===== config.mk =====
export PLATFORM = sky130hd
export DESIGN_NAME = serial_status_clk_sel
export DESIGN_NICKNAME = d
export VERILOG_FILES = /design/src/inc/serial_pkg.sv /design/src/verilog/bit_clock_gen.sv /design/src/verilog/pin_sync.sv /design/src/verilog/serial_status_clk_sel.sv
export SDC_FILE = /design/constraint.sdc
export NUM_CORES = 1
export LEC_CHECK = 0
export ABC_AREA = 1
export BUFFER_PORTS_ARGS = -buffer_cell sky130_fd_sc_hd__buf_4
export CORE_AREA = 8 8 109 111
export CTS_CLUSTER_SIZE = 24
export DETAILED_ROUTE_END_ITERATION = 10
export DIE_AREA = 0 0 117 119
export GPL_TIMING_DRIVEN = 0
export PLACE_DENSITY = 0.6
export SLEW_MARGIN = 40
export SYNTH_ARGS = -nofsm -noshare
export SYNTH_HDL_FRONTEND = slang
export SYNTH_SLANG_ARGS = --single-unit

===== constraint.sdc =====
create_clock -name mclk -period 2.5 [get_ports mclk]
set_input_delay 0.625 -clock mclk [delete_from_list [all_inputs] [get_ports mclk]]
set_output_delay 0.625 -clock mclk [all_outputs]
set_load 0.005 [all_outputs]

===== src/inc/serial_pkg.sv =====
// constants shared by the serial status and clock select logic
package serial_pkg;
  // ===========================================================
  // register map
  localparam logic [3:0] STATUS_ADDR  = 4'h0;
  localparam logic [3:0] CONTROL_ADDR = 4'h1;
  localparam logic [3:0] TX_DATA_ADDR = 4'h2;
  localparam logic [3:0] RX_DATA_ADDR = 4'h3;
  // ===========================================================
  // status fields
  localparam int TX_EMPTY_BIT  = 7;
  localparam int RX_FULL_BIT   = 6;
  localparam int OVERRUN_BIT   = 5;
  localparam int FRAMING_BIT   = 4;
  localparam int PARITY_BIT    = 3;
  localparam int TX_DONE_BIT   = 2;
  localparam int MP_RX_BIT     = 1;
  localparam int MP_TX_BIT     = 0;
  localparam logic [7:0] STATUS_RESET = 8'h84;
  // ===========================================================
  // control fields
  localparam int CLK_OUT_EN_BIT = 0;
  localparam int CLK_SRC_BIT    = 1;
  localparam int RX_ON_BIT      = 4;
  localparam int TX_ON_BIT      = 5;
  localparam int SYNC_MODE_BIT  = 7;
  localparam logic [7:0] CONTROL_RESET = 8'h00;
  localparam logic [7:0] CONTROL_MASK  = 8'hB3;
  // ===========================================================
  // timing
  localparam logic [4:0] EXT_OVERSAMPLE = 5'h10;
  localparam logic [7:0] BIT_HALF_CYCLES = 8'h08;
endpackage


===== src/verilog/bit_clock_gen.sv =====
// bit-rate square wave generator for the serial clock pin
`timescale 1ns/1ps
module bit_clock_gen #(
  parameter logic [7:0] HALF = serial_pkg::BIT_HALF_CYCLES
) (
  input  wire logic mclk,
  input  wire logic arst_n,
  input  wire logic enable,
  output logic      clk_out_reg,
  output logic      bit_tick_reg
);
  logic [7:0] cnt_reg;
  logic       wrap;

  assign wrap = (cnt_reg == HALF - 8'h01);

  always_ff @(posedge mclk or negedge arst_n) begin
    if (!arst_n) begin
      cnt_reg      <= 8'h00;
      clk_out_reg  <= 1'b1;
      bit_tick_reg <= 1'b0;
    end else if (!enable) begin
      cnt_reg      <= 8'h00;
      clk_out_reg  <= 1'b1;
      bit_tick_reg <= 1'b0;
    end else begin
      cnt_reg      <= wrap ? 8'h00 : cnt_reg + 8'h01;
      clk_out_reg  <= wrap ? ~clk_out_reg : clk_out_reg;
      bit_tick_reg <= wrap & ~clk_out_reg;
    end
  end
endmodule


===== src/verilog/pin_sync.sv =====
// two flip-flop synchroniser for pin inputs
`timescale 1ns/1ps
module pin_sync #(
  parameter int W = 1
) (
  input  wire logic         mclk,
  input  wire logic         arst_n,
  input  wire logic [W-1:0] async_in,
  output logic      [W-1:0] sync_out
);
  logic [W-1:0] meta_reg;

  always_ff @(posedge mclk or negedge arst_n) begin
    if (!arst_n) begin
      meta_reg <= '0;
      sync_out <= '0;
    end else begin
      meta_reg <= async_in;
      sync_out <= meta_reg;
    end
  end
endmodule


===== src/verilog/serial_status_clk_sel.sv =====
// serial status register and serial clock source selection
//
// Overview of operation
// async, internal clock, no clock out: clock pin ignored, not driven.
// sync mode, internal clock: drive the serial clock out on the pin.
// async, internal clock, clock out enabled: bit-rate clock on the pin.
// async, external clock: pin is input at sixteen times the bit rate.
// sync mode, external clock: pin takes the synchronous serial clock.
// status is eight bits laid out as the field constants show.
// power-on reset or standby loads status with 84 hex.
// writing 1 to a flag does nothing; 0 clears only after reading 1.
// tx_complete and mp_bit_received ignore software writes.
// tx_buffer_empty clears on armed write 0 or a DMA data write.
// tx_buffer_empty sets on reset, standby, tx_on low, or shift load.
// rx_buffer_full sets when a clean character reaches the holding reg.
// rx_buffer_full clears on reset, standby, armed write 0, DMA read.
// receive errors still load holding data but leave the full flag; rx_on low leaves both.
// character ending while full sets overrun and drops the new one.
// overrun halts reception; in sync mode transmission stops too.
// overrun clears only on reset, standby or armed write 0.
// clock out enable counts only in async mode with internal clock.
// while tx_on is low the transmitter idles and tx empty stays 1.
// a read that returns 1 arms the flag; the next write consumes it.
// a hardware set beats a software clear in the same cycle.
//
// The placing of the registers and the address-and-strobe port are this design's own decisions.
`timescale 1ns/1ps
module serial_status_clk_sel #(
  parameter logic [7:0] BIT_HALF = serial_pkg::BIT_HALF_CYCLES
) (
  input  wire logic       mclk,
  input  wire logic       arst_n,
  input  wire logic       standby,
  input  wire logic [3:0] reg_addr,
  input  wire logic [7:0] reg_wdata,
  input  wire logic       reg_wr,
  input  wire logic       reg_rd,
  output logic      [7:0] reg_rdata,
  input  wire logic       dma_tx_write,
  input  wire logic [7:0] dma_tx_data,
  input  wire logic       dma_rx_read,
  output logic      [7:0] rx_holding_reg,
  output logic      [7:0] tx_holding_reg,
  input  wire logic       tx_shift_load,
  input  wire logic       tx_last_bit_done,
  output logic            tx_go_reg,
  output logic            mp_send_reg,
  input  wire logic       rx_char_done,
  input  wire logic [7:0] rx_char_data,
  input  wire logic       rx_char_frame_err,
  input  wire logic       rx_char_parity_err,
  input  wire logic       rx_char_mp_bit,
  output logic            rx_go_reg,
  input  wire logic       sclk_in,
  output logic            sclk_out,
  output logic            sclk_oe_n,
  output logic            use_ext_clk_reg,
  output logic            ext_bit_tick_reg,
  output logic            ext_sync_edge_reg,
  output logic            int_bit_tick
);
  // ===========================================================
  // registers
  logic [7:0] status_reg;
  logic [7:0] status_next;
  logic [7:3] armed_reg;
  logic [7:3] armed_next;
  logic [7:0] control_reg;
  logic [7:0] rdata_next;
  logic [7:0] rx_holding_next;
  logic [7:0] tx_holding_next;
  logic       sclk_sync;
  logic       sclk_prev_reg;
  logic [4:0] ext_cnt_reg;
  logic [4:0] ext_cnt_next;
  logic       gen_clk;
  logic       gen_tick;
  logic       sclk_out_next;
  logic       sclk_oe_n_next;

  // ===========================================================
  // address decode
  logic st_wr;
  logic st_rd;
  logic ctl_wr;
  logic txd_wr;
  assign st_wr  = reg_wr && (reg_addr == serial_pkg::STATUS_ADDR);
  assign st_rd  = reg_rd && (reg_addr == serial_pkg::STATUS_ADDR);
  assign ctl_wr = reg_wr && (reg_addr == serial_pkg::CONTROL_ADDR);
  assign txd_wr = reg_wr && (reg_addr == serial_pkg::TX_DATA_ADDR);

  assign rdata_next =
    (reg_addr == serial_pkg::STATUS_ADDR)  ? status_reg :
    (reg_addr == serial_pkg::CONTROL_ADDR) ? control_reg :
    (reg_addr == serial_pkg::TX_DATA_ADDR) ? tx_holding_reg :
    (reg_addr == serial_pkg::RX_DATA_ADDR) ? rx_holding_reg :
    8'h00;

  // ===========================================================
  // control fields
  logic tx_on;
  logic rx_on;
  logic sync_mode;
  logic ext_clk;
  logic clk_out_en;
  assign tx_on      = control_reg[serial_pkg::TX_ON_BIT];
  assign rx_on      = control_reg[serial_pkg::RX_ON_BIT];
  assign sync_mode  = control_reg[serial_pkg::SYNC_MODE_BIT];
  assign ext_clk    = control_reg[serial_pkg::CLK_SRC_BIT];
  assign clk_out_en = control_reg[serial_pkg::CLK_OUT_EN_BIT];

  // ===========================================================
  // flag clears by software
  logic [7:3] sw_clr;
  assign sw_clr = {5{st_wr}} & armed_reg & ~reg_wdata[7:3];

  // ===========================================================
  // receive side
  logic rx_halt;
  logic rx_accept;
  logic rx_store;
  logic rx_err;
  logic rx_buffer_full_set;
  logic overrun_flag_set;
  logic fer_set;
  logic per_set;
  logic rx_buffer_full_clr;
  assign rx_halt   = status_reg[serial_pkg::OVERRUN_BIT]
                   | status_reg[serial_pkg::FRAMING_BIT]
                   | status_reg[serial_pkg::PARITY_BIT];
  assign rx_accept = rx_char_done & rx_on & ~rx_halt;
  assign rx_err    = rx_char_frame_err | rx_char_parity_err;
  assign rx_store  = rx_accept
                   & ~status_reg[serial_pkg::RX_FULL_BIT];
  assign rx_buffer_full_set  = rx_store & ~rx_err;
  assign overrun_flag_set  = rx_accept
                   & status_reg[serial_pkg::RX_FULL_BIT];
  assign fer_set   = rx_store & rx_char_frame_err;
  assign per_set   = rx_store & rx_char_parity_err;
  assign rx_buffer_full_clr  = sw_clr[serial_pkg::RX_FULL_BIT]
                   | dma_rx_read;

  assign rx_holding_next = rx_store ? rx_char_data : rx_holding_reg;

  // ===========================================================
  // transmit side
  logic tx_buffer_empty_set;
  logic tx_buffer_empty_clr;
  logic tx_complete_set;
  assign tx_buffer_empty_set = ~tx_on | tx_shift_load;
  assign tx_buffer_empty_clr = sw_clr[serial_pkg::TX_EMPTY_BIT]
                  | dma_tx_write;
  assign tx_complete_set = ~tx_on
                  | (tx_last_bit_done
                     & status_reg[serial_pkg::TX_EMPTY_BIT]);

  assign tx_holding_next = dma_tx_write ? dma_tx_data :
                           txd_wr       ? reg_wdata   :
                           tx_holding_reg;

  // ===========================================================
  // status next value
  always_comb begin
    status_next = status_reg;
    // set wins over clear for every flag
    status_next[serial_pkg::TX_EMPTY_BIT] = tx_buffer_empty_set
      | (status_reg[serial_pkg::TX_EMPTY_BIT] & ~tx_buffer_empty_clr);
    status_next[serial_pkg::RX_FULL_BIT] = rx_buffer_full_set
      | (status_reg[serial_pkg::RX_FULL_BIT] & ~rx_buffer_full_clr);
    status_next[serial_pkg::OVERRUN_BIT] = overrun_flag_set
      | (status_reg[serial_pkg::OVERRUN_BIT]
         & ~sw_clr[serial_pkg::OVERRUN_BIT]);
    status_next[serial_pkg::FRAMING_BIT] = fer_set
      | (status_reg[serial_pkg::FRAMING_BIT]
         & ~sw_clr[serial_pkg::FRAMING_BIT]);
    status_next[serial_pkg::PARITY_BIT] = per_set
      | (status_reg[serial_pkg::PARITY_BIT]
         & ~sw_clr[serial_pkg::PARITY_BIT]);
    // read-only bits follow hardware only
    status_next[serial_pkg::TX_DONE_BIT] = tx_complete_set
      | (status_reg[serial_pkg::TX_DONE_BIT] & ~tx_buffer_empty_clr);
    if (rx_store) begin
      status_next[serial_pkg::MP_RX_BIT] = rx_char_mp_bit;
    end
    if (st_wr) begin
      status_next[serial_pkg::MP_TX_BIT] =
        reg_wdata[serial_pkg::MP_TX_BIT];
    end
    if (standby) begin
      status_next = serial_pkg::STATUS_RESET;
    end
  end

  // arm on a read of 1, consume on any status write, drop once clear
  assign armed_next = standby ? 5'h00 :
    ((st_wr ? 5'h00 : armed_reg)
     | (st_rd ? status_reg[7:3] : 5'h00)) & status_next[7:3];

  // ===========================================================
  // serial clock pin selection
  logic drive_clk;
  logic ext_rise;
  logic ext_wrap;
  // clock out enable only matters in async mode, internal clock
  assign drive_clk = ~ext_clk & (sync_mode | clk_out_en);
  assign sclk_out_next  = drive_clk ? gen_clk : 1'b1;
  assign sclk_oe_n_next = ~drive_clk;
  assign ext_rise  = ext_clk & sclk_sync & ~sclk_prev_reg;
  assign ext_wrap  = (ext_cnt_reg == serial_pkg::EXT_OVERSAMPLE - 5'h01);
  assign ext_cnt_next = (~ext_clk | sync_mode) ? 5'h00 :
                        ~ext_rise ? ext_cnt_reg :
                        ext_wrap  ? 5'h00 : ext_cnt_reg + 5'h01;

  pin_sync #(
    .W (1)
  ) u_sclk_sync (
    .mclk     (mclk),
    .arst_n   (arst_n),
    .async_in (sclk_in),
    .sync_out (sclk_sync)
  );

  bit_clock_gen #(
    .HALF (BIT_HALF)
  ) u_bit_clk (
    .mclk         (mclk),
    .arst_n       (arst_n),
    .enable       (~ext_clk),
    .clk_out_reg  (gen_clk),
    .bit_tick_reg (gen_tick)
  );

  assign int_bit_tick = gen_tick;

  // ===========================================================
  // status, arming and data registers
  always_ff @(posedge mclk or negedge arst_n) begin
    if (!arst_n) begin
      status_reg     <= serial_pkg::STATUS_RESET;
      armed_reg      <= 5'h00;
      rx_holding_reg <= 8'h00;
      tx_holding_reg <= 8'h00;
    end else begin
      status_reg     <= status_next;
      armed_reg      <= armed_next;
      rx_holding_reg <= rx_holding_next;
      tx_holding_reg <= tx_holding_next;
    end
  end

  // ===========================================================
  // control register and read data
  always_ff @(posedge mclk or negedge arst_n) begin
    if (!arst_n) begin
      control_reg <= serial_pkg::CONTROL_RESET;
      reg_rdata   <= 8'h00;
    end else begin
      if (ctl_wr) begin
        control_reg <= reg_wdata & serial_pkg::CONTROL_MASK;
      end
      reg_rdata <= reg_rd ? rdata_next : 8'h00;
    end
  end

  // ===========================================================
  // engine handshakes
  always_ff @(posedge mclk or negedge arst_n) begin
    if (!arst_n) begin
      tx_go_reg   <= 1'b0;
      rx_go_reg   <= 1'b0;
      mp_send_reg <= 1'b0;
    end else begin
      tx_go_reg   <= tx_on
        & ~status_next[serial_pkg::TX_EMPTY_BIT]
        & ~(sync_mode & (|status_next[5:3]));
      rx_go_reg   <= rx_on & ~(|status_next[5:3]);
      mp_send_reg <= status_next[serial_pkg::MP_TX_BIT];
    end
  end

  // ===========================================================
  // clock pin outputs and external clock ticks
  always_ff @(posedge mclk or negedge arst_n) begin
    if (!arst_n) begin
      sclk_out          <= 1'b1;
      sclk_oe_n         <= 1'b1;
      sclk_prev_reg     <= 1'b0;
      ext_cnt_reg       <= 5'h00;
      use_ext_clk_reg   <= 1'b0;
      ext_bit_tick_reg  <= 1'b0;
      ext_sync_edge_reg <= 1'b0;
    end else begin
      sclk_out          <= sclk_out_next;
      sclk_oe_n         <= sclk_oe_n_next;
      sclk_prev_reg     <= sclk_sync;
      ext_cnt_reg       <= ext_cnt_next;
      use_ext_clk_reg   <= ext_clk;
      ext_bit_tick_reg  <= ext_rise & ~sync_mode & ext_wrap;
      ext_sync_edge_reg <= ext_rise & sync_mode;
    end
  end
endmodule

==> results.yml, run 1 <==
place:
  dpl.hpwl_um: 6360
  place_congestion: 0.813
  io_buffer_count: 73
global_routing:
  grt_pass1_wl_um: 12900
  grt_pass1_vias: 2573
  track_usage: 0.120
  antenna_found_initial: 0
  grt_max_degree: 68
  overflow: 0
timing:
  timing.final.crit_share: 0.630
  finClkSkew_ns: 0.00724
  maxSlewHeadroom: 0.604
  drv_slew: 0
  layout_min_cycle_time_ns: 1.58
  setup-tns-final_ns: 0
  tightest_slew_ns: 0.594
  fmax_ghz: 0.635
  rsz0062_at_grt: "false"
  setup_violations: 0
  hold_viol: 0
cts:
  clk_pin_slew_worst_paths_ns: 0.07
  cts_max_path_buffers: 2
  cts_hold_buf: 0
  numCtsBuffers: 9
  cts_tree: "built"
  post_cts_resized: 0
  htree_levels: 3
  cts_sinks: 67
  cts-root-buf: "clkbuf_8"
  clk_latency_ns: 0.34
  post_cts_buffers: 0
setup_path:
  crit_arrival_ns: 1.79
  crit_fanout: 8
  start_kind: "input pin"
  crit_path_end_kind: "flop"
  worstSetupPathType: "in2reg"
  cp.required_ns: 2.71
die:
  rows: 37
  dieArea_um2: 13900
  die_w_um: 117
  die_h_um: 119
  ios: 75
  start_util: 0.293
  fp.coreArea_um2: 10100
hold_path:
  hold_class: "in2async"
logic_synthesis:
  yosys.area.top_type: "dfrtp_1"
  ys_seq_area_frac: 0.568
  synth-main-ff-cell: "dfrtp_1"
  netlist.area_leader.share: 0.524
  syn_avg_cell_area_um2: 8.71
  async_flop_share: 1.00
  syn_nets: 384
  ys_ff_latch: 67
  yosys-top-cells-count: "nand2_1, dfrtp_1, inv_1, nor2_1, nand3_1"
  synth.distinct_cells: 33
  synth_area_leaders: "dfrtp_1, nand2_1, inv_1"
  ys_warn_count: 0
  syn_area_um2: 2960
  synth_enable_flop_cells: 0
  syn_inst: 340
  yosysMostFrequentCell: "nand2_1"
power_and_ir_drop:
  leakage_nw: 1.96
  worst_ir_drop_vdd_mv: 0.329
  power.density_nw_per_um2: 761
detailed_routing:
  dr.first_iter.drc_count: 93
  met2_length_um: 3870
  num_vias: 2480
  vias_per_cell: 4.39
  met3WireLength_um: 487
  route.detailed.drc: 0
  highest_layer: "met4"
  drt_first_pass_iters: 4
  drtAntennaViolNets: 0
  m1WireLength_um: 3740
  wirelength_um: 8140
  wl_per_cell_um: 14.4
status:
  outcome: "complete, no violations"
flow_run:
  maxCapViolations: 0
layout:
  n_antenna_cell: 0
  areaGrowthSynthToFinish_pct: 32.0
  drive_above_1_share: 0.268
  layout.nets: 468
  finish.utilization: 0.387
layout make-up:
cell class | count | area (um^2)
Fill cell | 1085 | 6180
Sequential cell | 67 | 1680
Multi-Input combinational cell | 228 | 1110
Timing Repair Buffer | 73 | 552
Tap cell | 136 | 170
Inverter | 42 | 158
Clock buffer | 11 | 151
Clock inverter | 5 | 75.1
Buffer | 3 | 13.8
per-stage QoR:
| stage | hold slack, ns | total power, mW | setup WS [ns] | std cells | instance area [um^2] |
|---|---|---|---|---|---|
| 6_report | 0.269 | 2.97 | 0.924 | 565 | 3910 |
| 5_1_grt | 0.315 | 3.13 | 0.811 | 565 | 3910 |
| 4_1_cts | 0.371 | 3.01 | 0.909 | 565 | 3910 |
| 3_5_place_dp | 0.347 | 1.99 | 0.572 | 549 | 3680 |
| 3_3_place_gp | 0.340 | 1.97 | 0.597 | 549 | 3680 |
| 2_1_floorplan | 0.329 | 1.65 | 0.881 | 340 | 2960 |
worst max-delay path, cell delays in order:
cell	delay, ns
buf_4	0.12
nor2_4	0.21
nand2_2	0.12
nor2_4	0.18
nand2_1	0.07
nand2_1	0.21
inv_2	0.10
nand2_1	0.07
o211ai_1	0.08
cells in the final DEF, fill, tap and decap left out, types with 3 or more instances in the layout:
cell type / instances
a21oi_1: 13
a31oi_1: 3
buf_4: 72
clkbuf_8: 11
clkinv_2: 3
dfrtp_1: 62
dfstp_2: 5
inv_1: 36
inv_2: 4
nand2_1: 97
nand2_2: 4
nand3_1: 21
nand4_1: 4
nor2_1: 31
nor2_4: 3
nor3_1: 6
o211ai_1: 4
o21ai_0: 13
o21ai_1: 7
o22ai_1: 5
worst paths after layout:
check / depth (start not counted) / slack (ns) / endpoint / startpoint
max in group asynchronous: 1 / 1.81 / rx_go_reg / arst_n
setup reg to reg: 9 / 1.02 / tx_go_reg / control_reg[4]
min in group mclk: 0 / 0.36 / u_sclk_sync.sync_out / u_sclk_sync.meta_reg
hold reg to reg: 0 / 0.36 / u_sclk_sync.sync_out / u_sclk_sync.meta_reg
setup / recovery: 9 / 0.92 / tx_holding_reg[7] / reg_addr[3]
hold / removal: 1 / 0.27 / u_bit_clk.cnt_reg[7] / arst_n
metal layers:
layer,vias up,GRT usage
met1,1144,0.150
met4,0,0.0232
met3,4,0.0440
li1,1264,-
met2,68,0.193
met5,-,0
report_power, final:
part	switching [mW]	internal [mW]	total (mW)
clock	0.405	0.611	1.02
combinational	0.292	0.269	0.561
sequential	0.136	1.26	1.40
total	0.832	2.14	2.97
cells by family (layout without fill, tap and decap cells):
logic type               after synthesis  in the layout  share of synthesized area
adder cells (fa/ha/maj)                2              2                    0.00845
buffers and inverters                 45            134                     0.0579
AND/OR/NAND/NOR                      175            175                      0.264
AO/OA/AOI/OAI                         49             49                     0.0955
XOR/XNOR                               2              2                    0.00592
flip-flops                            67             67                      0.568
Note: power is estimated with default switching activity, not from simulation.
==> inputs of run 2 (changes only) <==
- PLACE_DENSITY: 0.6 -> 0.62
- clock period: 2.5 -> 1.38 ns (I/O delays scaled with it)
==> run 2 against run 1 <==
Against the previous run:
- the flow now finishes with violations (hold timing)
- via count rose by 0.93%
- critical path type is now reg2reg
- clock power rose by 37%
- clock skew fell by 0.0019 ns
- highest routed layer unchanged
==> results.yml, run 2 (same netlist as run 1, synthesis figures left out) <==
detailed_routing:
  dr.first_iter.drc_count: 85
  route.detailed.drc: 0
  wl_per_cell_um: 14.3
  vias_per_cell: 4.40
  drtAntennaViolNets: 0
  drt_first_pass_iters: 4
  wirelength_um: 8160
  num_vias: 2503
timing:
  timing.final.crit_share: 0.952
  setup-tns-final_ns: 0
  setup_violations: 0
  drv_slew: 0
  finClkSkew_ns: 0.00533
  tightest_slew_ns: 0.604
  maxSlewHeadroom: 0.597
  fmax_ghz: 0.761
  hold_viol: 3
  layout_min_cycle_time_ns: 1.31
  holdWs_ns: -0.00215
place:
  io_buffer_count: 73
  place_congestion: 0.814
  dpl.hpwl_um: 6310
die:
  fp.coreArea_um2: 10100
  die_h_um: 119
  start_util: 0.293
  dieArea_um2: 13900
  die_w_um: 117
  ios: 75
  rows: 37
setup_path:
  start_kind: "flop"
  cp.required_ns: 1.61
  crit_path_end_kind: "flop"
  crit_arrival_ns: 1.54
  r2r_slack_ns: 0.07
  crit_fanout: 9
  worstSetupPathType: "reg2reg"
layout:
  areaGrowthSynthToFinish_pct: 32.5
  finish.utilization: 0.389
  n_antenna_cell: 0
  final_cell_mix: "nand2_1, buf_4, dfrtp_1, inv_1, nor2_1"
  final_common_cell: "nand2_1"
  drive_above_1_share: 0.293
  layout.nets: 472
global_routing:
  track_usage: 0.123
  grt_pass1_vias: 2630
  antenna_found_initial: 0
  overflow: 0
  grt_pass1_wl_um: 13200
  grt_max_degree: 68
power_and_ir_drop:
  leakage_nw: 1.95
  power.density_nw_per_um2: 1280
  p_total_mw: 5.03
  worst_ir_drop_vdd_mv: 0.605
cts:
  numCtsBuffers: 9
  htree_levels: 3
  cts-root-buf: "clkbuf_8"
  clk_pin_slew_worst_paths_ns: 0.07
  cts_max_path_buffers: 2
  clk_latency_ns: 0.34
  cts_tree: "built"
  cts_sinks: 67
hold_path:
  hold_class: "in2async"
status:
  violations: "hold timing"
  outcome: "finished with violations"
flow_run:
  maxCapViolations: 0
## run 2: changes by cell type in the layout (fill, tap and decap cells not counted), moves of 2 or more
cell       previous run  this run
nor2_2                2         5
nor2_1               31        26
nor2_4                3         5
o21ai_0              13        11
buf_4                72        76
bufinv_16             2         0
clkbuf_1              1         3
## run 2: stage by stage
stage          area [um^2]  cells  worst slack (ns)
2_1_floorplan         2960    340            0.0407
3_3_place_gp          3680    549            -0.242
3_5_place_dp          3680    549            -0.264
4_1_cts               3860    566           0.00418
5_1_grt               3920    569           -0.0278
6_report              3920    569            0.0663
## run 2: critical path, cell delays in order, from the launching register on
cell	delay [ns]
dfrtp_1	0.38
buf_6	0.15
clkinvlp_4	0.11
nor2_2	0.13
inv_1	0.10
nor2_4	0.11
inv_1	0.06
a21oi_1	0.11
nor2_1	0.05
## run 2: what timing repair did
action,in CTS,in global routing
setup endpoints to repair,11,24
resized for setup,6,11
hold buffers,0,0
pin swaps,0,1
buffers inserted,1,3
## run 2: power by group
part	switching, mW	leakage, nW	internal, mW
Clock	0.708	0.0872	0.694
Combinational	0.557	0.995	0.537
Sequential	0.247	0.865	2.28
## run 2: area by class of cell
| type | instances | area, um^2 |
|---|---|---|
| clock inverter | 3 | 15.0 |
| fill | 1057 | 6170 |
| buffer | 3 | 21.3 |
| sequential | 67 | 1680 |
| timing repair buffer | 77 | 582 |
| inverter | 42 | 161 |
| multi-input combinational | 228 | 1140 |
| clock buffer | 13 | 149 |
| tap | 136 | 170 |
## run 2: worst paths after layout
check / start / endpoint / cells past startpoint
max: control_reg[1] / ext_cnt_reg[2] / 8
min: arst_n / u_bit_clk.cnt_reg[6] / 1
max reg2reg: control_reg[1] / ext_cnt_reg[2] / 8
min reg2reg: u_sclk_sync.meta_reg / u_sclk_sync.sync_out / 0
max in group asynchronous: arst_n / tx_holding_reg[6] / 1
min in group mclk: sclk_in / u_sclk_sync.meta_reg / 1
## run 2: per-layer routing
metal	wire [um]	share of wire	GRT usage	up-vias
met5	0	0	0	-
met4	172	0.021	0.0400	0
met3	554	0.068	0.0480	16
met2	3760	0.46	0.194	79
met1	3670	0.45	0.151	1134
li1	-	-	-	1274
==> inputs of run 3 (changes only) <==
- CTS_BUF_LIST: not set -> sky130_fd_sc_hd__clkbuf_16
- SLEW_MARGIN: 40 -> not set
==> run 3 against run 2 <==
Against the previous run:
- the run now ends clean
- via count up 0.36%
- final area rose by 2.5%
- routed wire length shrank 0.18%
- critical path depth unchanged
- critical endpoint unchanged
==> results.yml, run 3 (same netlist as run 1, synthesis figures left out) <==
global_routing:
  track_usage: 0.124
  grt_pass1_wl_um: 13200
  grt_pass1_vias: 2628
  antenna_found_initial: 0
  grt_max_degree: 68
  overflow: 0
timing:
  timing.final.crit_share: 0.938
  maxSlewHeadroom: 0.446
  holdWs_ns: 0.126
  fmax_ghz: 0.772
  drv_slew: 0
  hold_viol: 0
  setup_violations: 0
  layout_min_cycle_time_ns: 1.29
  tightest_slew_ns: 0.831
  finClkSkew_ns: 0.00409
status:
  outcome: "complete, no violations"
detailed_routing:
  num_vias: 2512
  vias_per_cell: 4.41
  drtAntennaViolNets: 0
  wirelength_um: 8140
  route.detailed.drc: 0
  dr.first_iter.drc_count: 128
  drt_first_pass_iters: 4
  wl_per_cell_um: 14.3
setup_path:
  rr_startpoint: "control_reg[1]"
  worstSetupPathType: "reg2reg"
  crit_fanout: 9
  r2r_slack_ns: 0.09
  endpoint: "ext_cnt_reg[2]"
  cp.required_ns: 1.59
  start_kind: "flop"
  crit_path_end_kind: "flop"
  reg2reg_to: "ext_cnt_reg[2]"
  crit_arrival_ns: 1.50
  cp-startpoint: "control_reg[1]"
  r2r_cells: 8
die:
  die_h_um: 119
  fp.coreArea_um2: 10100
  die_w_um: 117
  start_util: 0.293
  rows: 37
  dieArea_um2: 13900
  ios: 75
cts:
  cts_sinks: 67
  numCtsBuffers: 9
  cts_tree: "built"
  htree_levels: 3
  cts_max_path_buffers: 2
  cts-root-buf: "clkbuf_16"
  clk_pin_slew_worst_paths_ns: 0.05
  clk_latency_ns: 0.32
  cts_hold_buf: 0
power_and_ir_drop:
  leakage_nw: 2.02
  worst_ir_drop_vdd_mv: 0.798
  p_total_mw: 5.59
  power.density_nw_per_um2: 1390
place:
  place_congestion: 0.814
  dpl_cell_area_um2: 3680
  io_buffer_count: 73
  dp_cells: 549
  dpl.hpwl_um: 6310
hold_path:
  hold_class: "in2async"
flow_run:
  maxCapViolations: 0
layout:
  layout.nets: 473
  final_cell_mix: "nand2_1, buf_4, dfrtp_1, inv_1, nor2_1"
  drive_above_1_share: 0.290
  fin_area_um2: 4020
  final_common_cell: "nand2_1"
  areaGrowthSynthToFinish_pct: 35.9
  finish.utilization: 0.399
  n_antenna_cell: 0
  fin_cells: 570
[run 3: changes by cell type in the layout (fill, tap and decap cells not counted)]
cell | previous run | this run
clkbuf_8 | 10 | 0
buf_4 | 76 | 78
buf_6 | 2 | 1
nor3_4 | 0 | 1
ha_2 | 1 | 0
ha_1 | 1 | 2
inv_1 | 35 | 38
nor3_2 | 1 | 0
clkbuf_16 | 0 | 9
clkinv_1 | 2 | 3
clkbuf_1 | 3 | 0
[run 3: final cells by class]
type                    instances  area [um^2]
well taps                     136          170
repair buffers                 78          586
multi-input cells             228         1150
plain buffers                   3         21.3
clock buffers                   9          225
flip-flops and latches         67         1680
clock inverters                 7         30.0
inverters                      42          161
fillers                      1051         6070
[run 3: layer usage]
metal,GRT usage,share of wire
met1,0.152,0.45
met2,0.193,0.46
met3,0.0495,0.070
met4,0.0424,0.020
met5,0,0
[run 3: stage by stage]
stage / TNS [ns] / setup slack [ns]
finish: 0 / 0.0854
global route: -0.0680 / -0.0269
CTS: 0 / 0.00625
detailed placement: -3.94 / -0.264
global placement: -3.37 / -0.242
floorplan: 0 / 0.0407
[run 3: worst min-delay path by stage]
| stage | slack, ns | to | cells past startpoint | startpoint |
|---|---|---|---|---|
| final | 0.13 | u_bit_clk.cnt_reg[4] | 1 | arst_n |
| after global routing | 0.12 | u_sclk_sync.meta_reg | 1 | sclk_in |
| after CTS | 0.12 | u_sclk_sync.meta_reg | 1 | sclk_in |
| after detailed placement | 0.34 | u_sclk_sync.sync_out | 0 | u_sclk_sync.meta_reg |
| after global placement | 0.34 | u_sclk_sync.sync_out | 0 | u_sclk_sync.meta_reg |
| after floorplan | 0.05 | armed_reg[3] | 0 | arst_n |
[run 3: timing repair]
| item | in CTS | in global routing |
|---|---|---|
| setup buffers | 1 | 4 |
| endpoints found under the hold margin | 0 | 0 |
| endpoints found under the setup margin | 12 | 25 |
| pin swaps | 0 | 1 |
| gates cloned | 0 | 0 |
| resized for setup | 6 | 11 |
[run 3: power breakdown]
| part | internal, mW | switching [mW] | total [mW] |
|---|---|---|---|
| clock | 1.18 | 0.764 | 1.94 |
| combinational | 0.543 | 0.567 | 1.11 |
| sequential | 2.29 | 0.249 | 2.54 |
[run 3: critical path, stage by stage (launching register included)]
cell	delay [ns]
dfrtp_1	0.36
buf_6	0.15
clkinvlp_4	0.12
nor2_2	0.13
inv_1	0.10
nor2_4	0.11
inv_1	0.06
a21oi_1	0.11
nor2_1	0.05
